**src/rtl/idwp_pkg.sv**
```systemverilog
// Purpose: Shared constants for the interrupt detect and wake path.
// Assumes: One clock domain, asynchronous active-low reset.
// Notes:   Wake active-state codes are three bits wide per source.

package idwp_pkg;

   ////////////////////////////////////////////////////////////////////////////////
   // Priority field layout: eight bits written, top three kept.
   localparam int          PRIO_FIELD_W = 8;       // Width of a written priority field.
   localparam int          PRIO_IMPL_W  = 3;       // Bits that take part in arbitration.
   localparam int          PRIO_MSB     = 7;       // Highest kept bit of the field.
   localparam int          PRIO_LSB     = 5;       // Lowest kept bit of the field.
   localparam logic [2:0]  PRIO_RESET   = 3'h0;    // Priority after reset.

   ////////////////////////////////////////////////////////////////////////////////
   // Wake detector active-state selection codes.
   localparam int          WAKE_SEL_W   = 3;       // Width of one active-state field.
   localparam logic [2:0]  WAKE_LOW     = 3'h0;    // Low level is active.
   localparam logic [2:0]  WAKE_HIGH    = 3'h1;    // High level is active.
   localparam logic [2:0]  WAKE_FALL    = 3'h2;    // Falling edge is active.
   localparam logic [2:0]  WAKE_RISE    = 3'h3;    // Rising edge is active.

   ////////////////////////////////////////////////////////////////////////////////
   // Context stacking: PC, PSR, r0-r3, r12 and LR.
   localparam int          STACK_WORDS  = 8;       // Words pushed before the service routine.
   localparam logic [2:0]  STACK_LAST   = 3'h7;    // Index of the last pushed word.
   localparam logic [2:0]  STACK_FIRST  = 3'h0;    // Index of the first pushed word.

   ////////////////////////////////////////////////////////////////////////////////
   // Acceptance sequencer states.
   typedef enum logic [1:0] {
      IDWP_IDLE    = 2'b00,                        // Waiting for an unmasked request.
      IDWP_STACK   = 2'b01,                        // Pushing the register context.
      IDWP_SERVICE = 2'b10                         // Service routine is running.
   } idwp_state_e;

endpackage : idwp_pkg

```
**src/rtl/idwp_top.sv**
```systemverilog
// Purpose: Interrupt acceptance path with wake detector, pending logic and arbiter.
// Assumes: Peripheral lines share clk; pin lines are asynchronous and are synchronised.
// Notes:   Configuration bits are plain ports driven by the software model outside.

`timescale 1ns/1ps

module idwp_top
   import idwp_pkg::*;
#(
   parameter int N_SRC = 8,                                  // Number of interrupt sources.
   parameter int N_PIN = 2,                                  // Sources 0..N_PIN-1 are pins.
   parameter int IDX_W = $clog2(N_SRC)                       // Width of a source index.
) (
   input  wire logic                       clk,              // System clock, 200 MHz.
   input  wire logic                       rstn,             // Asynchronous reset, active low.
   input  wire logic [N_SRC-1:0]           periph_irq,       // Peripheral lines, high = request.
   input  wire logic [N_PIN-1:0]           pin_irq,          // Asynchronous external pins.
   input  wire logic [N_PIN-1:0]           pin_input_enable, // Per-pin input enable.
   input  wire logic [N_PIN-1:0]           pin_function_select, // Per-pin function select.
   input  wire logic                       stop_mode,        // Deepest stop mode is active.
   input  wire logic [N_SRC-1:0]           wake_irq_mode_ctrl, // Per-source wake enable.
   input  wire logic [N_SRC*WAKE_SEL_W-1:0] wake_active_state_sel, // Per-source active state.
   input  wire logic                       wake_irq_clear,   // Pulse: clear one held request.
   input  wire logic [IDX_W-1:0]           wake_clear_code,  // Source code to clear.
   input  wire logic                       prio_wr,          // Pulse: write a priority field.
   input  wire logic [IDX_W-1:0]           prio_idx,         // Source whose priority is written.
   input  wire logic [PRIO_FIELD_W-1:0]    prio_data,        // Priority value 0..255.
   input  wire logic [N_SRC-1:0]           irq_enable,       // Per-source enable in the controller.
   input  wire logic [N_SRC-1:0]           set_pending,      // Pulses: software set-pending.
   input  wire logic [N_SRC-1:0]           clear_pending,    // Pulses: software clear-pending.
   input  wire logic                       global_irq_mask,  // High blocks acceptance.
   input  wire logic                       svc_return,       // Pulse: service routine returns.
   output logic [N_SRC-1:0]                irq_pending_q,    // Pending bits.
   output logic [N_SRC-1:0]                wake_held_q,      // Requests held by the wake detector.
   output logic                            irq_req_q,        // An unmasked request is presented.
   output logic [IDX_W-1:0]                irq_id_q,         // Index of the accepted source.
   output logic                            stack_push_q,     // A context word is pushed.
   output logic [2:0]                      stack_slot_q,     // Which context word is pushed.
   output logic                            svc_enter_q,      // Pulse: routine entry.
   output logic                            svc_active_q      // Routine is running.
);

   ////////////////////////////////////////////////////////////////////////////////
   // Declarations.
   logic [N_PIN-1:0]       pin_s1_q, pin_s2_q, pin_s3_q;     // Pin synchroniser stages.
   logic [N_PIN-1:0]       pin_lvl_q;                        // Filtered pin level.
   logic [N_PIN-1:0]       pin_gate;                         // Pin interrupt input is enabled.
   logic [N_SRC-1:0]       src_raw;                          // Source level before routing.
   logic [N_SRC-1:0]       src_prev_q;                       // Source level one cycle ago.
   logic [N_SRC-1:0]       wake_match, wake_edge, wake_lvl;  // Wake detector terms.
   logic [N_SRC-1:0]       wake_clr_sel;                     // One-hot clear selection.
   logic [N_SRC-1:0]       wake_d;                           // Next held state.
   logic [N_SRC-1:0]       line;                             // Line seen by the controller.
   logic [N_SRC-1:0]       line_prev_q;                      // Line one cycle ago.
   logic [N_SRC-1:0]       line_rise;                        // Rising edge on a line.
   logic [N_SRC-1:0]       cand;                             // Pending and enabled.
   logic [N_SRC-1:0]       acc_clr;                          // Pending bit cleared on acceptance.
   logic [N_SRC-1:0]       pend_d;                           // Next pending state.
   logic [PRIO_IMPL_W-1:0] prio_q [N_SRC];                   // Implemented priority bits.
   logic [N_SRC*PRIO_IMPL_W-1:0] prio_flat;                  // Priorities packed, source 0 lowest.
   logic [IDX_W:0]         pick;                             // Arbiter result {valid, index}.
   logic                   best_valid;                       // Some source is a candidate.
   logic [IDX_W-1:0]       best_idx;                         // Winning source.
   logic                   accept;                           // Request accepted this cycle.
   idwp_state_e            state_q, state_d;                 // Acceptance sequencer.
   logic [2:0]             cnt_q, cnt_d;                     // Context word counter.
   logic [N_SRC-1:0]       keep_mask;                        // Edge holds not being cleared.

   ////////////////////////////////////////////////////////////////////////////////
   // Arbiter: lowest priority value wins; scanning downward with <= lets
   // the lower index win a tie.
   function automatic logic [IDX_W:0] idwp_best(input logic [N_SRC-1:0] c,
                                                input logic [N_SRC*PRIO_IMPL_W-1:0] p);
      logic             found;
      logic [IDX_W-1:0] idx;
      logic [2:0]       bp;
      found = 1'b0;
      idx   = '0;
      bp    = 3'h7;
      for (int i = N_SRC - 1; i >= 0; i--) begin
         if (c[i] && (!found || p[i*PRIO_IMPL_W +: PRIO_IMPL_W] <= bp)) begin
            found = 1'b1;
            idx   = IDX_W'(i);
            bp    = p[i*PRIO_IMPL_W +: PRIO_IMPL_W];
         end
      end
      return {found, idx};
   endfunction : idwp_best

   ////////////////////////////////////////////////////////////////////////////////
   // Pin synchroniser: a change counts once stages two and three agree.
   // Stage one may settle late, so only stages two and three are compared.
   always_ff @(posedge clk or negedge rstn) begin
      if (!rstn) begin
         pin_s1_q  <= '0;
         pin_s2_q  <= '0;
         pin_s3_q  <= '0;
         pin_lvl_q <= '0;
      end else begin
         pin_s1_q  <= pin_irq;
         pin_s2_q  <= pin_s1_q;
         pin_s3_q  <= pin_s2_q;
         pin_lvl_q <= (pin_s3_q & ~(pin_s2_q ^ pin_s3_q)) | (pin_lvl_q & (pin_s2_q ^ pin_s3_q));
      end
   end

   // Outside stop the input enable alone opens the pin; in stop mode the
   // function select is needed as well.
   assign pin_gate = stop_mode ? (pin_input_enable & pin_function_select)
                               : pin_input_enable;

   // Pins occupy the lowest source numbers and are ORed onto their lines.
   assign src_raw = periph_irq | {{(N_SRC-N_PIN){1'b0}}, pin_lvl_q & pin_gate};

   ////////////////////////////////////////////////////////////////////////////////
   // Wake detector: each source picks its own active state and enable.
   genvar g;
   generate
      for (g = 0; g < N_SRC; g++) begin : g_wake
         wire [2:0] sel = wake_active_state_sel[g*WAKE_SEL_W +: WAKE_SEL_W];
         assign wake_lvl[g]   = (sel == WAKE_HIGH) ? src_raw[g]
                              : (sel == WAKE_LOW)  ? ~src_raw[g] : 1'b0;
         assign wake_edge[g]  = (sel == WAKE_RISE) ? (src_raw[g] & ~src_prev_q[g])
                              : (sel == WAKE_FALL) ? (~src_raw[g] & src_prev_q[g]) : 1'b0;
         assign wake_match[g] = (sel == WAKE_RISE) || (sel == WAKE_FALL);
      end
   endgenerate

   // Only the source named by the written code is cleared.
   assign wake_clr_sel = wake_irq_clear ? (N_SRC'(1) << wake_clear_code) : '0;

   // Edge requests latch until cleared, and a new edge wins over a clear in
   // the same cycle; level requests follow the input and vanish with it.
   assign wake_d = wake_irq_mode_ctrl &
                   ((wake_match & (wake_edge | (wake_held_q & ~wake_clr_sel)))
                  | (~wake_match & wake_lvl));

   always_ff @(posedge clk or negedge rstn) begin
      if (!rstn) begin
         src_prev_q  <= '0;
         wake_held_q <= '0;
      end else begin
         src_prev_q  <= src_raw;
         wake_held_q <= wake_d;
      end
   end

   // Wake-enabled lines reach the controller only through the detector.
   assign line = (wake_irq_mode_ctrl & wake_held_q) | (~wake_irq_mode_ctrl & src_raw);

   // Flatten the priority store so the arbiter can slice it by source
   // number; source 0 sits in the lowest three bits.
   generate
      for (g = 0; g < N_SRC; g++) begin : g_prio_flat
         assign prio_flat[g*PRIO_IMPL_W +: PRIO_IMPL_W] = prio_q[g];
      end
   endgenerate

   ////////////////////////////////////////////////////////////////////////////////
   // Pending logic: rising lines and software set-pending both set a bit.
   assign line_rise = line & ~line_prev_q;
   assign cand      = irq_pending_q & irq_enable;
   assign pick      = idwp_best(cand, prio_flat);
   assign best_valid = pick[IDX_W];
   assign best_idx   = pick[IDX_W-1:0];
   assign accept    = (state_q == IDWP_IDLE) && best_valid && !global_irq_mask;
   assign acc_clr   = accept ? (N_SRC'(1) << best_idx) : '0;
   // A set in the same cycle as any clear wins.
   assign pend_d    = line_rise | set_pending
                    | (irq_pending_q & ~clear_pending & ~acc_clr);

   always_ff @(posedge clk or negedge rstn) begin
      if (!rstn) begin
         line_prev_q   <= '0;
         irq_pending_q <= '0;
      end else begin
         line_prev_q   <= line;
         irq_pending_q <= pend_d;
      end
   end

   // Priority store keeps only the top three bits of the written field.
   // The low five bits are dropped, so values 0 to 31 all share level 0.
   always_ff @(posedge clk or negedge rstn) begin
      if (!rstn) begin
         for (int i = 0; i < N_SRC; i++) prio_q[i] <= PRIO_RESET;
      end else if (prio_wr) begin
         prio_q[prio_idx] <= prio_data[PRIO_MSB:PRIO_LSB];
      end
   end

   ////////////////////////////////////////////////////////////////////////////////
   // Acceptance sequencer: accept, push eight context words, run the routine.
   // There is no preemption: a request that arrives meanwhile waits in pending
   // and is arbitrated again once the routine returns.
   always_comb begin
      state_d = state_q;
      cnt_d   = cnt_q;
      case (state_q)
         IDWP_IDLE: begin
            cnt_d = STACK_FIRST;
            if (accept) begin
               state_d = IDWP_STACK;
            end
         end
         IDWP_STACK: begin
            cnt_d = cnt_q + 3'h1;
            if (cnt_q == STACK_LAST) begin
               state_d = IDWP_SERVICE;
            end
         end
         IDWP_SERVICE: begin
            if (svc_return) begin
               state_d = IDWP_IDLE;
            end
         end
         default: begin
            state_d = IDWP_IDLE;
         end
      endcase
   end

   // Sequencer state and registered outputs toward the processor.
   always_ff @(posedge clk or negedge rstn) begin
      if (!rstn) begin
         state_q      <= IDWP_IDLE;
         cnt_q        <= STACK_FIRST;
         irq_req_q    <= 1'b0;
         irq_id_q     <= '0;
         stack_push_q <= 1'b0;
         stack_slot_q <= STACK_FIRST;
         svc_enter_q  <= 1'b0;
         svc_active_q <= 1'b0;
      end else begin
         state_q      <= state_d;
         cnt_q        <= cnt_d;
         irq_req_q    <= best_valid && !global_irq_mask;
         irq_id_q     <= accept ? best_idx : irq_id_q;
         stack_push_q <= (state_q == IDWP_STACK);
         stack_slot_q <= cnt_q;
         svc_enter_q  <= stack_push_q && (stack_slot_q == STACK_LAST);
         // Running only once the last context word is out, never beside it.
         svc_active_q <= (state_q == IDWP_SERVICE) && !svc_return;
      end
   end

   ////////////////////////////////////////////////////////////////////////////////
   // Assertions.
   assign keep_mask = wake_held_q & wake_match & wake_irq_mode_ctrl & ~wake_clr_sel;
endmodule : idwp_top

```
**config.mk**
```make
export PLATFORM = sky130hd
export DESIGN_NAME = idwp_top
export DESIGN_NICKNAME = d
export VERILOG_FILES = /design/src/rtl/idwp_pkg.sv /design/src/rtl/idwp_top.sv
export SDC_FILE = /design/constraint.sdc
export NUM_CORES = 1
export LEC_CHECK = 0
export BUFFER_PORTS_ARGS = -buffer_cell sky130_fd_sc_hd__buf_2
export CAP_MARGIN = 20
export CORE_ASPECT_RATIO = 1.5
export CORE_MARGIN = 1.5
export CORE_UTILIZATION = 57
export CTS_CLUSTER_DIAMETER = 200
export DETAILED_ROUTE_END_ITERATION = 12
export GPL_TIMING_DRIVEN = 0
export PLACE_DENSITY = 0.95
export SYNTH_ARGS = -nofsm -noshare
export SYNTH_HDL_FRONTEND = slang
export SYNTH_SLANG_ARGS = --single-unit
```
**constraint.sdc**
```tcl
create_clock -name clk -period 16.83 [get_ports clk]
set_input_delay 3.366 -clock clk [delete_from_list [all_inputs] [get_ports clk]]
set_output_delay 3.366 -clock clk [all_outputs]
set_load 0.03 [all_outputs]
```
# After elaboration in Yosys (flattened, before gate mapping)
# Cells that the tools add are included.
[word_totals]
word_cells = 243
input_bits = 91
out_inout_bits = 26
ff_bits = 79
[op_classes]
n_addsub = 1
n_mux = 66
n_eq_ne = 31
order_cmp = 9
bitwise = 62
n_reduce_logical = 48
n_shift = 2
[op_table]
columns = ["op", "count"]
rows = [
  ["bitwise AND 8 bit", 10],
  ["equality test 3 x 2 -> 1 bit, second input constant", 16],
  ["two-way mux 3 bit", 16],
  ["inverter 8 bit", 6],
  ["two-way mux 1 bit", 40],
  ["OR 8 bit", 5],
  ["bitwise mux 24 bit", 1],
  ["equality test 3 x 1 -> 1 bit, second input constant", 8],
  ["logical NOT 3 bit", 8],
  ["<= comparator 3 bit", 7],
  ["bitwise AND 1 bit", 16],
  ["two-way mux 8 bit", 2],
  ["inverter 1 bit", 16],
  ["left shift 1 x 3 -> 8 bit, first input constant", 2],
  ["logical OR 1 bit", 15],
  ["logical AND 1 bit", 13],
  ["demux 3 bit (select 3 bit)", 1],
  ["logical NOT 1 bit", 9],
  ["bitwise AND 2 bit", 4],
  ["two-way mux 2 bit", 4],
  ["OR 8 x 2 -> 8 bit", 1],
  ["equality test 3 bit, second input constant", 2],
  ["inequality test 2 bit, second input constant", 3],
  ["case mux 2 bit (3 select lines)", 1],
  ["13 further kinds", 13],
]

# Depth between registers and ports, before layout
[depth]
depth_word = 36
depth_mapped = 51
mapped_depth_nobuf = 51

# Worst setup path after synthesis
# OpenSTA, ideal clock, no wires.
[synth_timing]
kind = "input to register"
from = "input irq_enable[7]"
to = "register irq_pending_q[7]"
arrival_ps = 12794
stages = 49
t_required_ps = 16704
slack_ps = 3910
cell_sequence = "nand2_1 -> nor2_1 -> ha_1 -> nor2b_1 -> o21a_1 -> o21ai_0 -> a21boi_0 -> or2_2 -> ha_1 -> and3_1 -> a21oi_1 -> o21ai_0 -> and2_1 -> o31ai_1 -> inv_1 -> ha_1 -> nor2b_1 -> o21a_1 -> (+13 left out) -> nand3_1 -> o21ai_0 -> o311ai_4 -> mux2_2 -> ha_1 -> nand3_1 -> o21ai_0 -> o311ai_1 -> and2_1 -> a21oi_1 -> ha_1 -> nand3_1 -> o21ai_0 -> o311ai_2 -> o211ai_1 -> nor3_2 -> o2111ai_1 -> a221o_1"
[synth_via]
elab_chain_cells = 36
elab_cells_between_ends = 59
[synth_lines]
columns = ["element", "line_no", "source"]
rows = [
  ["start: declaration", "idwp_top.sv:28", "input wire logic [N_SRC-1:0] irq_enable,"],
  ["bitwise AND 8 bit *", "idwp_top.sv:162", "assign cand = irq_pending_q & irq_enable;"],
  ["two-way mux 3 bit / two-way mux 1 bit (equally long branches)", "idwp_top.sv:81", "if (c[i] && (!found || p[i*PRIO_IMPL_W +: PRIO_IMPL_W] <= bp)) begin"],
  ["<= comparator 3 bit / logical NOT 1 bit (equally long branches)", "idwp_top.sv:81", ""],
  ["logical OR 1 bit", "idwp_top.sv:81", ""],
  ["logical AND 1 bit", "idwp_top.sv:81", ""],
  ["two-way mux 3 bit / two-way mux 1 bit (equally long branches)", "idwp_top.sv:81", ""],
  ["<= comparator 3 bit / logical NOT 1 bit (equally long branches)", "idwp_top.sv:81", ""],
  ["logical OR 1 bit", "idwp_top.sv:81", ""],
  ["(+20 left out)", "n/a", ""],
  ["logical AND 1 bit", "idwp_top.sv:81", ""],
  ["two-way mux 1 bit", "idwp_top.sv:81", ""],
  ["logical AND 1 bit (2 in series)", "idwp_top.sv:166", "assign accept = (state_q == IDWP_IDLE) && best_valid && !global_irq_mask;"],
  ["two-way mux 8 bit *", "idwp_top.sv:167", "assign acc_clr = accept ? (N_SRC'(1) << best_idx) : '0;"],
  ["inverter 8 bit *", "idwp_top.sv:170", "| (irq_pending_q & ~clear_pending & ~acc_clr);"],
  ["bitwise AND 8 bit *", "idwp_top.sv:170", ""],
  ["OR 8 bit *", "idwp_top.sv:170", ""],
  ["named net pend_d[7]", "idwp_top.sv:58", "logic [N_SRC-1:0] pend_d;"],
  ["end signal: assignment", "idwp_top.sv:178", "irq_pending_q <= pend_d;"],
  ["end: declaration", "idwp_top.sv:33", "output logic [N_SRC-1:0] irq_pending_q,"],
]
# Mark *: on every way through the listed nets, which the timed path passes. The rest lies on a longest branch.
# A chain may end at the register's enable or synchronous reset.

# Worst setup path after layout
# Same ends and word-level chain as after synthesis.

==> metrics <==
final core utilization 0.7138; Reg2Reg Depth 49; Setup crit end kind flop; Relative slew margins 0.4341; io pins 117; Mapped Area about 4200 um^2; FMAX 68.54 MHz; post-synthesis register bit count 79; Netlist cell types 57; RR Endpoint irq_pending_q[7]; post-detail-place hpwl 8081 um; Final ANT Viol Nets 0; # setup viols final 0; worst-margin pin slew around 0.85 ns; gr ovfl total 0; H-tree depth 3; TritonCTS Buffers 9; CP most frequent cell ha_1; fillers 534; Nets 632; vias per inst between 5 and 6; reg2reg setup slack about 5 ns; power per standard cell area 126.4 nW/um^2; most frequent cell after synthesis dfrtp_1; Power Total 652.2 uW; largest net degree at the start of global routing 80; Layout area overhead 21.98%; Crit path largest cell delay 0.71 ns; Primary FF master, synth dfrtp_1; worst hold path depth 0; initial antenna violation count 0; worst IR drop on VDD between 0.1 and 0.15 mV; Final Slew Violations 0; Syn Inst Count slightly below 400; largest cells by area after synthesis dfrtp_1 (47%), mux2_2 (8.0%), ha_1 (6.8%), inv_1 (2.6%), nand2_1 (2.6%); CTS max path bufs 2; Hold Crit Endpoint pin_s2_q[1]; clock root buffer clkbuf_8; diodes inserted 0; mean post-synth cell area 10.71 um^2; status finished clean; post-route cell area roughly 5200 um^2; WL/cell 16.60 um; slowest cell on the critical path o311ai_1; Period Utilization, post-route 0.8669; Clock transition at path regs 0.08 ns; delay-heaviest family, CP compound AO/OA/AOI/OAI gates; total negative slack 0 ns; routability cong. 0.9157; Final Hold Vio Count 0; row count 38; min Tclk post-route roughly 15 ns; Final Skew 0.008404 ns; post-CTS sizing 0; Seq/Total Area, Yosys 0.4675; number of synthesized flops with an enable pin 0; hold buffers post-CTS 0; insertion delay to the later sink of the worst-skew pair 0.35 ns; core area 7227 um^2; worst setup path class in2reg; number of global-route vias before repair about 3600; CP Data Required Time 17.07 ns; Leak Pwr 2.462 nW; DRT iter0 DRCs approximately 230; multi-input combinational cell area 2143 um^2; Clock Sinks 79; syn nets 509; drt drc 0; initial core utilization 0.5852; DR vias 3686; Setup Fix Bufs, Post-CTS 0; area share of the largest cell type after synthesis 0.4675; Die W 73.33 um; worst r2r src irq_pending_q[7]; Reg area 1977 um^2; die area 7956 um^2; type of the tightest min-delay check reg2reg; Port Buf Inserts 111; final non-filler cell total 621; startpoint types input pin; WP data arrival 14.83 ns; FFs w/ async S/R, synth 1.000; RSZ-0062 raised after global routing no; maxcap violations 0; layout cells sized above 1 0.3263; DP Area 4940 um^2; commonest cells in the netlist dfrtp_1 (79), mux2_2 (30), inv_1 (29), nand2_1 (29), ha_1 (23); Die Y 108.5 um; Synthesis Warnings 0; Buf+Inv Stages, Crit Path 3; first-pass GRT wire length between 15000 and 20000 um; Post-Route WL 10310 um; CTS tree built; Total GRT Usage 0.2656; DP Cell Count 607; Critical Path Fanout Max 9; Detailed Routing Iterations Pass 1 5; hold_sp pin_s1_q[1]; Yosys top cell by area dfrtp_1
cells by family after synthesis:
kind of cell	after synthesis	share of synthesized area
xor gates and xnor gates	5	0.01036
DFF	79	0.4675
AOI/OAI and AO/OA	104	0.1781
adders and majority gates	25	0.07278
muxes	33	0.08698
buffers and inverters	29	0.02574
and+or+nand+nor	120	0.1586
worst max-delay path by stage:
stage	depth (start not counted)	end	from
6_report	50	irq_pending_q[7]	irq_enable[7]
5_1_grt	50	irq_pending_q[7]	irq_enable[7]
4_1_cts	50	irq_pending_q[7]	irq_enable[7]
2_1_floorplan	49	irq_pending_q[7]	irq_enable[7]
3_3_place_gp	49	irq_pending_q[7]	irq_enable[7]
3_5_place_dp	50	irq_pending_q[7]	irq_enable[7]
report_power, final:
group | total [mW] | internal [mW] | switching [mW]
Combinational | 0.254 | 0.105 | 0.149
Sequential | 0.245 | 0.222 | 0.0232
Clock | 0.154 | 0.0899 | 0.0637
layer usage:
layer | GRT usage | wire length (um)
met5 | 0 | 0
met4 | 0.1243 | 263
met3 | 0.05592 | 567
met2 | 0.4935 | 5616
met1 | 0.2773 | 3860
sequential cells by signal, summed over array words and instances (netlist names), 3 cells and up, named ones only:
| signal | flops |
|---|---|
| irq_pending_q | 8 |
| stack_slot_q | 3 |
| line_prev_q | 8 |
| wake_held_q | 8 |
| src_prev_q | 8 |
| irq_id_q | 3 |
| cnt_q | 3 |
| prio_flat | 24 |
cells in the final DEF (no fill, tap or decap), types with 4 or more instances in the layout:
cell type / netlist / routed
nand2_1: 29 / 29
and2_1: 6 / 6
inv_1: 29 / 29
nand2b_1: 11 / 11
nor2_1: 11 / 11
ha_1: 23 / 23
o21ai_0: 21 / 21
o21a_1: 6 / 6
a211oi_1: 8 / 8
nor3b_1: 13 / 13
or2_2: 4 / 4
buf_2: 0 / 110
a21oi_1: 18 / 18
o21ai_1: 4 / 4
nor2b_1: 9 / 9
mux2_2: 30 / 30
nand3_1: 11 / 11
nor3_1: 6 / 6
nand4b_1: 4 / 4
clkbuf_8: 0 / 11
dfrtp_1: 79 / 79
a31oi_1: 6 / 6
a311oi_1: 6 / 6
final cells by class:
| class | instances | area share |
|---|---|---|
| Inverter | 29 | 0.02110 |
| Multi-Input combinational cell | 287 | 0.4155 |
| Clock inverter | 3 | 0.01310 |
| Timing Repair Buffer | 112 | 0.1135 |
| Clock buffer | 11 | 0.02935 |
| Tap cell | 100 | 0.02425 |
| Sequential cell | 79 | 0.3832 |
through the flow:
stage / setup slack, ns / hold slack, ns
floorplan: 3.910 / 0.3312
finish: 2.241 / 0.3570
CTS: 2.503 / 0.3574
detailed placement: 2.173 / 0.3404
global placement: 2.576 / 0.3315
global route: 1.507 / 0.3654
worst register-to-register path: cells and delay by family, from the launching register on:
family / cells / cell delay, ns
flops: 1 / 0.40
compound gates: 22 / 5.53
simple gates: 17 / 3.34
fa+ha+maj: 7 / 1.98
buf+inv: 2 / 0.13
mux: 1 / 0.40
(Power assumes the default switching activity.)
